**src/rtl/uip_pkg.sv**
```systemverilog
// Constants for the interrupt, port and counter register group
package uip_pkg;
   // Register offsets on the four-bit address
   localparam logic [3:0] ADR_INPUT_CHANGE = 4'h4; // Read
   localparam logic [3:0] ADR_AUX_CONTROL = 4'h4; // Write
   localparam logic [3:0] ADR_IRQ_STATUS = 4'h5; // Read
   localparam logic [3:0] ADR_IRQ_MASK = 4'h5; // Write
   localparam logic [3:0] ADR_COUNT_HIGH = 4'h6; // Read
   localparam logic [3:0] ADR_COUNT_LOW = 4'h7; // Read
   localparam logic [3:0] ADR_VECTOR = 4'hC; // Read and write
   localparam logic [3:0] ADR_INPUT_LEVEL = 4'hD; // Read
   localparam logic [3:0] ADR_CT_START = 4'hE; // Read
   localparam logic [3:0] ADR_OUT_SET_LOW = 4'hE; // Write
   localparam logic [3:0] ADR_CT_STOP = 4'hF; // Read
   localparam logic [3:0] ADR_OUT_SET_HIGH = 4'hF; // Write
   // Values after reset
   localparam logic [7:0] RST_VECTOR = 8'h0F;
   localparam logic [7:0] RST_MASK = 8'h00;
   localparam logic [7:0] RST_AUX = 8'h00;
   localparam logic [7:0] RST_OUT_PORT = 8'h00;
   localparam logic [7:0] RST_DATA = 8'h00;
   // Cycles for the input synchroniser to settle after reset
   localparam int IP_SETTLE = 5;
   // Status bit positions
   localparam int BIT_TXR_A = 0;
   localparam int BIT_RX_A = 1;
   localparam int BIT_BRK_A = 2;
   localparam int BIT_CT = 3;
   localparam int BIT_TXR_B = 4;
   localparam int BIT_RX_B = 5;
   localparam int BIT_BRK_B = 6;
   localparam int BIT_IN_CHG = 7;
   // Aux control and channel mode one fields
   localparam int AUX_TIMER_BIT = 6;
   localparam int MODE_RX_SEL_BIT = 6;
endpackage

```
**src/rtl/uip_sync3.sv**
```systemverilog
// Three-stage pin synchroniser with agreement filter
`timescale 1ns/10ps
module uip_sync3 #(
   parameter int W = 1,
   parameter logic [W-1:0] RST_VAL = '0
) (
   input wire logic i_sys_clk, // System clock
   input wire logic i_sys_rst, // Sync reset, high
   input wire logic [W-1:0] i_pin, // Raw pin level
   output logic [W-1:0] o_level // Filtered level
);
   logic [W-1:0] s1_reg;
   logic [W-1:0] s2_reg;
   logic [W-1:0] s3_reg;

   // Shift chain, first stage read only by second
   always_ff @(posedge i_sys_clk) begin
      if (i_sys_rst) begin
         s1_reg <= RST_VAL;
         s2_reg <= RST_VAL;
         s3_reg <= RST_VAL;
      end else begin
         s1_reg <= i_pin;
         s2_reg <= s1_reg;
         s3_reg <= s2_reg;
      end
   end

   // Accept a bit once stages two and three agree
   always_ff @(posedge i_sys_clk) begin
      if (i_sys_rst) begin
         o_level <= RST_VAL;
      end else begin
         for (int i = 0; i < W; i++) begin
            if (s2_reg[i] == s3_reg[i]) begin
               o_level[i] <= s3_reg[i];
            end
         end
      end
   end
endmodule

```
**src/rtl/uip_regs.sv**
```systemverilog
// Interrupt, input/output port and counter register group
`timescale 1ns/10ps
module uip_regs (
   input wire logic i_sys_clk, // System clock
   input wire logic i_sys_rst, // Sync reset, high
   input wire logic i_cs_n, // Chip select pin
   input wire logic i_rw, // High read, low write
   input wire logic [3:0] i_addr, // Register address
   input wire logic [7:0] i_data, // Write data pins
   output logic [7:0] o_data, // Read data pins
   output logic o_data_oe, // Data pins driven
   input wire logic i_irq_ack_n, // Interrupt acknowledge
   output logic o_irq_n, // Interrupt request, low
   output logic [7:0] o_irq_status, // Unmasked status
   input wire logic [6:0] i_input_pin, // Input port pins
   input wire logic [7:0] i_output_gp, // 1 = pin general purpose
   output logic [7:0] o_output_pin, // Output port levels
   output logic [7:0] o_aux_control, // Aux control value
   input wire logic i_tx_ready_a, // Channel A tx ready
   input wire logic i_rx_ready_a, // Channel A rx ready
   input wire logic i_fifo_full_a, // Channel A fifo full
   input wire logic i_break_chg_a, // Channel A break change
   input wire logic [7:0] i_chan_a_mode_one, // Channel A mode one
   input wire logic i_tx_ready_b, // Channel B tx ready
   input wire logic i_rx_ready_b, // Channel B rx ready
   input wire logic i_fifo_full_b, // Channel B fifo full
   input wire logic i_break_chg_b, // Channel B break change
   input wire logic [7:0] i_chan_b_mode_one, // Channel B mode one
   input wire logic i_ct_terminal, // Terminal count pulse
   input wire logic i_ct_out, // Timer output level
   input wire logic [15:0] i_count_value, // Current count
   output logic o_ct_start, // Start command pulse
   output logic o_ct_stop // Stop command pulse
);
   import uip_pkg::*;

   logic cs_n_s;
   logic ack_n_s;
   logic [6:0] ip_s;
   logic [1:0] strobe_s;
   logic [IP_SETTLE-1:0] ip_arm_reg;
   logic cs_prev_reg;
   logic ack_prev_reg;
   logic cyc_reg;
   logic ack_reg;
   logic rw_reg;
   logic acc_start;
   logic ack_start;
   logic rd_acc;
   logic wr_acc;
   logic [7:0] mask_reg;
   logic [7:0] aux_reg;
   logic [7:0] vector_reg;
   logic [7:0] out_port_reg;
   logic [7:0] out_port_next;
   logic [3:0] ip_prev_reg;
   logic [3:0] delta_reg;
   logic [3:0] ip_change;
   logic ct_flag_reg;
   logic ct_out_prev_reg;
   logic ct_event;
   logic [7:0] status;
   logic [7:0] rd_data_reg;
   logic [7:0] rd_mux;
   logic start_reg;
   logic stop_reg;

   // Receive condition chosen by mode bit
   function automatic logic rx_sel(input logic [7:0] mode,
                                   input logic rdy, input logic full);
      return mode[MODE_RX_SEL_BIT] ? full : rdy;
   endfunction

   // Pin synchronisers for bus strobes
   uip_sync3 #(.W(2), .RST_VAL(2'b11)) u_sync_bus (
      .i_sys_clk(i_sys_clk),
      .i_sys_rst(i_sys_rst),
      .i_pin({i_irq_ack_n, i_cs_n}),
      .o_level(strobe_s)
   );

   // Split synchronised strobes
   assign cs_n_s = strobe_s[0];
   assign ack_n_s = strobe_s[1];

   // Pin synchronisers for the input port
   uip_sync3 #(.W(7), .RST_VAL(7'h00)) u_sync_ip (
      .i_sys_clk(i_sys_clk),
      .i_sys_rst(i_sys_rst),
      .i_pin(i_input_pin),
      .o_level(ip_s)
   );

   // Falling edges of select and acknowledge
   assign acc_start = cs_prev_reg & ~cs_n_s;
   assign ack_start = ack_prev_reg & ~ack_n_s;
   assign rd_acc = acc_start & i_rw;
   assign wr_acc = acc_start & ~i_rw;

   // Bus cycle tracking
   always_ff @(posedge i_sys_clk) begin
      if (i_sys_rst) begin
         cs_prev_reg <= 1'b1;
         ack_prev_reg <= 1'b1;
         cyc_reg <= 1'b0;
         ack_reg <= 1'b0;
         rw_reg <= 1'b1;
      end else begin
         cs_prev_reg <= cs_n_s;
         ack_prev_reg <= ack_n_s;
         if (acc_start) begin
            cyc_reg <= 1'b1;
            rw_reg <= i_rw;
         end else if (cs_n_s) begin
            cyc_reg <= 1'b0;
         end
         if (ack_start) begin
            ack_reg <= 1'b1;
         end else if (ack_n_s) begin
            ack_reg <= 1'b0;
         end
      end
   end

   // Host-written control registers
   always_ff @(posedge i_sys_clk) begin
      if (i_sys_rst) begin
         mask_reg <= RST_MASK;
         aux_reg <= RST_AUX;
         vector_reg <= RST_VECTOR;
      end else if (wr_acc) begin
         case (i_addr)
            ADR_IRQ_MASK: mask_reg <= i_data;
            ADR_AUX_CONTROL: aux_reg <= i_data;
            ADR_VECTOR: vector_reg <= i_data;
            default: ;
         endcase
      end
   end

   // Output port set and reset, general purpose bits only
   always_comb begin
      out_port_next = out_port_reg;
      if (wr_acc && i_addr == ADR_OUT_SET_LOW) begin
         out_port_next = out_port_reg | (i_data & i_output_gp);
      end else if (wr_acc && i_addr == ADR_OUT_SET_HIGH) begin
         out_port_next = out_port_reg & ~(i_data & i_output_gp);
      end
   end

   // Port bits hold until explicitly changed
   always_ff @(posedge i_sys_clk) begin
      if (i_sys_rst) begin
         out_port_reg <= RST_OUT_PORT;
      end else begin
         out_port_reg <= out_port_next;
      end
   end

   // Input change detection, set wins over read clear
   // No false change while the synchroniser leaves its reset value
   always_ff @(posedge i_sys_clk) begin
      if (i_sys_rst) begin
         ip_arm_reg <= '0;
      end else begin
         ip_arm_reg <= {ip_arm_reg[IP_SETTLE-2:0], 1'b1};
      end
   end
   assign ip_change = (ip_s[3:0] ^ ip_prev_reg) &
                      {4{ip_arm_reg[IP_SETTLE-1]}};
   always_ff @(posedge i_sys_clk) begin
      if (i_sys_rst) begin
         ip_prev_reg <= 4'h0;
         delta_reg <= 4'h0;
      end else begin
         ip_prev_reg <= ip_s[3:0];
         if (rd_acc && i_addr == ADR_INPUT_CHANGE) begin
            delta_reg <= ip_change;
         end else begin
            delta_reg <= delta_reg | ip_change;
         end
      end
   end

   // Counter event per mode
   assign ct_event = aux_reg[AUX_TIMER_BIT] ?
                     (i_ct_out & ~ct_out_prev_reg) : i_ct_terminal;

   // Counter flag, set wins over stop clear
   always_ff @(posedge i_sys_clk) begin
      if (i_sys_rst) begin
         ct_flag_reg <= 1'b0;
         ct_out_prev_reg <= 1'b0;
      end else begin
         ct_out_prev_reg <= i_ct_out;
         if (ct_event) begin
            ct_flag_reg <= 1'b1;
         end else if (rd_acc && i_addr == ADR_CT_STOP) begin
            ct_flag_reg <= 1'b0;
         end
      end
   end

   // Status vector from sources
   always_comb begin
      status = 8'h00;
      status[BIT_TXR_A] = i_tx_ready_a;
      status[BIT_RX_A] = rx_sel(i_chan_a_mode_one, i_rx_ready_a,
                                i_fifo_full_a);
      status[BIT_BRK_A] = i_break_chg_a;
      status[BIT_CT] = ct_flag_reg;
      status[BIT_TXR_B] = i_tx_ready_b;
      status[BIT_RX_B] = rx_sel(i_chan_b_mode_one, i_rx_ready_b,
                                i_fifo_full_b);
      status[BIT_BRK_B] = i_break_chg_b;
      status[BIT_IN_CHG] = |(delta_reg & aux_reg[3:0]);
   end

   // Interrupt pin and unmasked status
   assign o_irq_n = ~|(status & mask_reg);
   assign o_irq_status = status;

   // Read data selection
   always_comb begin
      rd_mux = 8'h00;
      case (i_addr)
         ADR_INPUT_CHANGE: rd_mux = {delta_reg, ip_s[3:0]};
         ADR_IRQ_STATUS: rd_mux = status;
         ADR_COUNT_HIGH: rd_mux = i_count_value[15:8];
         ADR_COUNT_LOW: rd_mux = i_count_value[7:0];
         ADR_VECTOR: rd_mux = vector_reg;
         ADR_INPUT_LEVEL: rd_mux = {1'b0, ip_s};
         default: rd_mux = 8'h00;
      endcase
   end

   // Read data latched at access or acknowledge start
   always_ff @(posedge i_sys_clk) begin
      if (i_sys_rst) begin
         rd_data_reg <= RST_DATA;
      end else if (ack_start) begin
         rd_data_reg <= vector_reg;
      end else if (rd_acc) begin
         rd_data_reg <= rd_mux;
      end
   end

   // Start and stop command pulses
   always_ff @(posedge i_sys_clk) begin
      if (i_sys_rst) begin
         start_reg <= 1'b0;
         stop_reg <= 1'b0;
      end else begin
         start_reg <= rd_acc && i_addr == ADR_CT_START;
         stop_reg <= rd_acc && i_addr == ADR_CT_STOP;
      end
   end

   // Output assignments
   assign o_data = rd_data_reg;
   assign o_data_oe = (cyc_reg & rw_reg & ~cs_n_s) | (ack_reg & ~ack_n_s);
   assign o_output_pin = ~out_port_reg;
   assign o_aux_control = aux_reg;
   assign o_ct_start = start_reg;
   assign o_ct_stop = stop_reg;
endmodule

```
**config.mk**
```make
export PLATFORM = sky130hd
export DESIGN_NAME = uip_regs
export DESIGN_NICKNAME = d
export VERILOG_FILES = /design/src/rtl/uip_pkg.sv /design/src/rtl/uip_sync3.sv /design/src/rtl/uip_regs.sv
export SDC_FILE = /design/constraint.sdc
export NUM_CORES = 1
export LEC_CHECK = 0
export BUFFER_PORTS_ARGS = -buffer_cell sky130_fd_sc_hd__buf_4
export CELL_PAD_IN_SITES_DETAIL_PLACEMENT = 0
export CELL_PAD_IN_SITES_GLOBAL_PLACEMENT = 2
export CORE_ASPECT_RATIO = 0.7
export CORE_MARGIN = 2
export CORE_UTILIZATION = 31
export DETAILED_ROUTE_END_ITERATION = 8
export GPL_TIMING_DRIVEN = 1
export PLACE_DENSITY = 0.77
export SKIP_CTS_REPAIR_TIMING = 1
export SYNTH_ARGS = -nofsm -noshare
export SYNTH_HDL_FRONTEND = slang
export SYNTH_SLANG_ARGS = --single-unit
```
**constraint.sdc**
```tcl
create_clock -name i_sys_clk -period 1.63 [get_ports i_sys_clk]
set_clock_uncertainty 0.1 [all_clocks]
set_input_delay 0.163 -clock i_sys_clk [delete_from_list [all_inputs] [get_ports i_sys_clk]]
set_output_delay 0.163 -clock i_sys_clk [all_outputs]
set_load 0.05 [all_outputs]
```
==> results.toml <==
[synth]
synth_most_common_cell = "dfxtp_1"
synth_commonest_cells = "dfxtp_1, nor2_1, nor2b_1"
synth_warnings = 0
avgSynthCellArea_sq_um = 9.815
syn-num-nets = 480
synth_seq_cells = 98
synth_edf_count = 0
synth_area_leader_cell = "dfxtp_1"
ys_async_sr_fraction_pct = 0
netlist_top_cells_area = "dfxtp_1, mux2i_1, nor2b_1, nor2_1, a22oi_1"
yosysUniqueCellTypes = 58
syn-cell-area_sq_um = 3985
ys_seq_area_share_pct = 49.23
synth_flop_cell = "dfxtp_1"
synth_top_area_share_pct = 49.23
synth_cells = 406

[worst_hold_path]
min_path_type = "primary input to flop"

[placed_design]
post-dp-hpwl_um = 8526
numPortBuffers = 95
gp_congestion = 0.8841

[global_route]
grt_usage_pct = 17.07
grt-ovfl-total = 0
grt_pass1_vias = 3143
grt_antenna_before_repair = 0
grt_pass1_wl_um = 17800
grt_max_degree = 32

[power_and_ir_drop]
power.leakage_nw = 2.319
ir_drop_v = 0.0004776
powerDensity_nw_per_um2 = 945.2

[route]
first_iter_violations = 210
wirelength_um = 11510
num_vias = 3304
route.detailed.drc = 0
firstDrtPassIters = 5
vias_per_cell = 4.845
wire_per_inst_um = 16.88
drtAntennaViolNets = 0

[floorplanning]
fp.dieH_um = 98.86
die_w_um = 139.5
initial_core_util_pct = 31.97
dieArea_sq_um = 13790
core-area_sq_um = 12460
num_rows = 34
ioPinCount = 110

[clock_network]
tritoncts = "built"
htreeDepth = 3
cts_sinks = 98
clk_pin_slew_ns = 0.06
clock_path_buffers = 2
cts_made_buffers = 9
clockRootBuffer = "clkbuf_16"
clk_latency_ns = 0.34

[timing]
hold_violations = 2
timing.hold.ws_ns = -0.003123
fmax_mhz = 557.6
post-route-period-util_pct = 110.0
setup_viol = 1
rsz0062_at_grt = "true"
maxSlewHeadroom_pct = 76.52
setup_ws_ns = -0.1634
final-max-slew-violation-count = 0
finalCriticalPeriod_ns = 1.793
setup_tns_ns = -0.1634
worst_slew_pin_slew_ns = 0.3522

[run_status]
status = "finished with violations"
violations = "hold timing, setup timing"

[critical_path]
cp.required_ns = 1.37
critPathKind = "flop to output pin"
arrival_ns = 1.53
r2r_setup_slack_ns = 0.17
cp-end-kind = "output pin"
critPathLaunchType = "flop"
crit_fanout = 2

[final_layout]
seqCellArea_sq_um = 1969
layout-drive-gt1-share_pct = 31.41
area_growth_pct = 33.94
multiInputGateArea_sq_um = 1822
final_util_pct = 42.82
nets = 588
fillers = 1228

[flow_run]
cap_violations = 0
## through the flow
| step | cell area, sq um | cells | total power [W] | worst slack, ns | hold slack, ns |
|---|---|---|---|---|---|
| 3_3_place_gp | 4888 | 652 | 0.002915 | 0.05425 | 0.2478 |
| 2_1_floorplan | 4004 | 406 | 0.002710 | 0.03894 | 0.1668 |
| 4_1_cts | 5195 | 668 | 0.005092 | -0.2255 | -0.1138 |
| 3_5_place_dp | 4888 | 652 | 0.002919 | 0.02309 | 0.2499 |
| 6_report | 5338 | 682 | 0.005045 | -0.1634 | -0.003123 |
| 5_1_grt | 5335 | 681 | 0.005235 | -0.2242 | 0.0009029 |
## cells in the final DEF, fill, tap and decap left out, types with 3 or more instances in the layout
cell           instances
buf_4                109
dfxtp_1               92
nor2_1                38
nor2b_1               30
mux2i_1               30
nand2_1               20
a21oi_1               18
a22oi_1               13
o21ai_0               12
dlygate4sd3_1         12
inv_1                 11
and3_1                11
nand3_1               10
nand4_1               10
clkbuf_16              9
or2_2                  8
a211oi_1               8
dfxtp_2                6
o22ai_1                4
xor2_1                 4
mux2_2                 3
nand2b_1               3
## power breakdown
group,internal [W],total (W),switching [W]
registers,0.00243,0.00244,0.0000139
clock network,0.00127,0.00216,0.000886
logic,0.000206,0.000444,0.000238
## layout make-up
cell class              instances  share of cell area (%)
diodes                          1                 0.04688
clock buffers                  12                   4.805
clock inverters                 4                  0.9376
inverters                      12                  0.8439
multi-input cells             269                   34.13
flip-flops and latches         98                   36.90
well taps                     162                   3.797
repair buffers                124                   18.54
## worst paths after layout
path | start | endpoint | cells past startpoint
worst min register to register | u_sync_bus.s1_reg[1] | u_sync_bus.s2_reg[1] | 1
worst max register to register | u_sync_bus.o_level[0] | vector_reg[2] | 5
worst min-delay path | i_ct_terminal | ct_flag_reg | 3
worst max-delay path | ct_flag_reg | o_irq_n | 4
## critical path: stages, from the launching register on
cell	delay, ns
dfxtp_2	0.34
a222oi_1	0.33
nand3_1	0.18
a21oi_4	0.16
buf_6	0.17
## layer usage
metal	vias to the layer above	wire [um]	global-route usage (%)
met1	1544	5997	25.79
li1	1645	-	-
met3	8	765	4.762
met2	107	4640	23.27
met4	0	111	5.128
met5	-	0	0
## cells by family (layout without fill, tap and decap cells)
group           after synthesis  count (layout)  synth area share (%)
simple gates                151             151                 21.60
flops                        98              98                 49.23
compound gates               80              80                 14.13
buf+inv                      39             152                 5.557
mux                          33              33                 8.383
xor+xnor                      5               5                 1.099
other cells                   0               1                     0
Power figures use the tool's default switching activity.
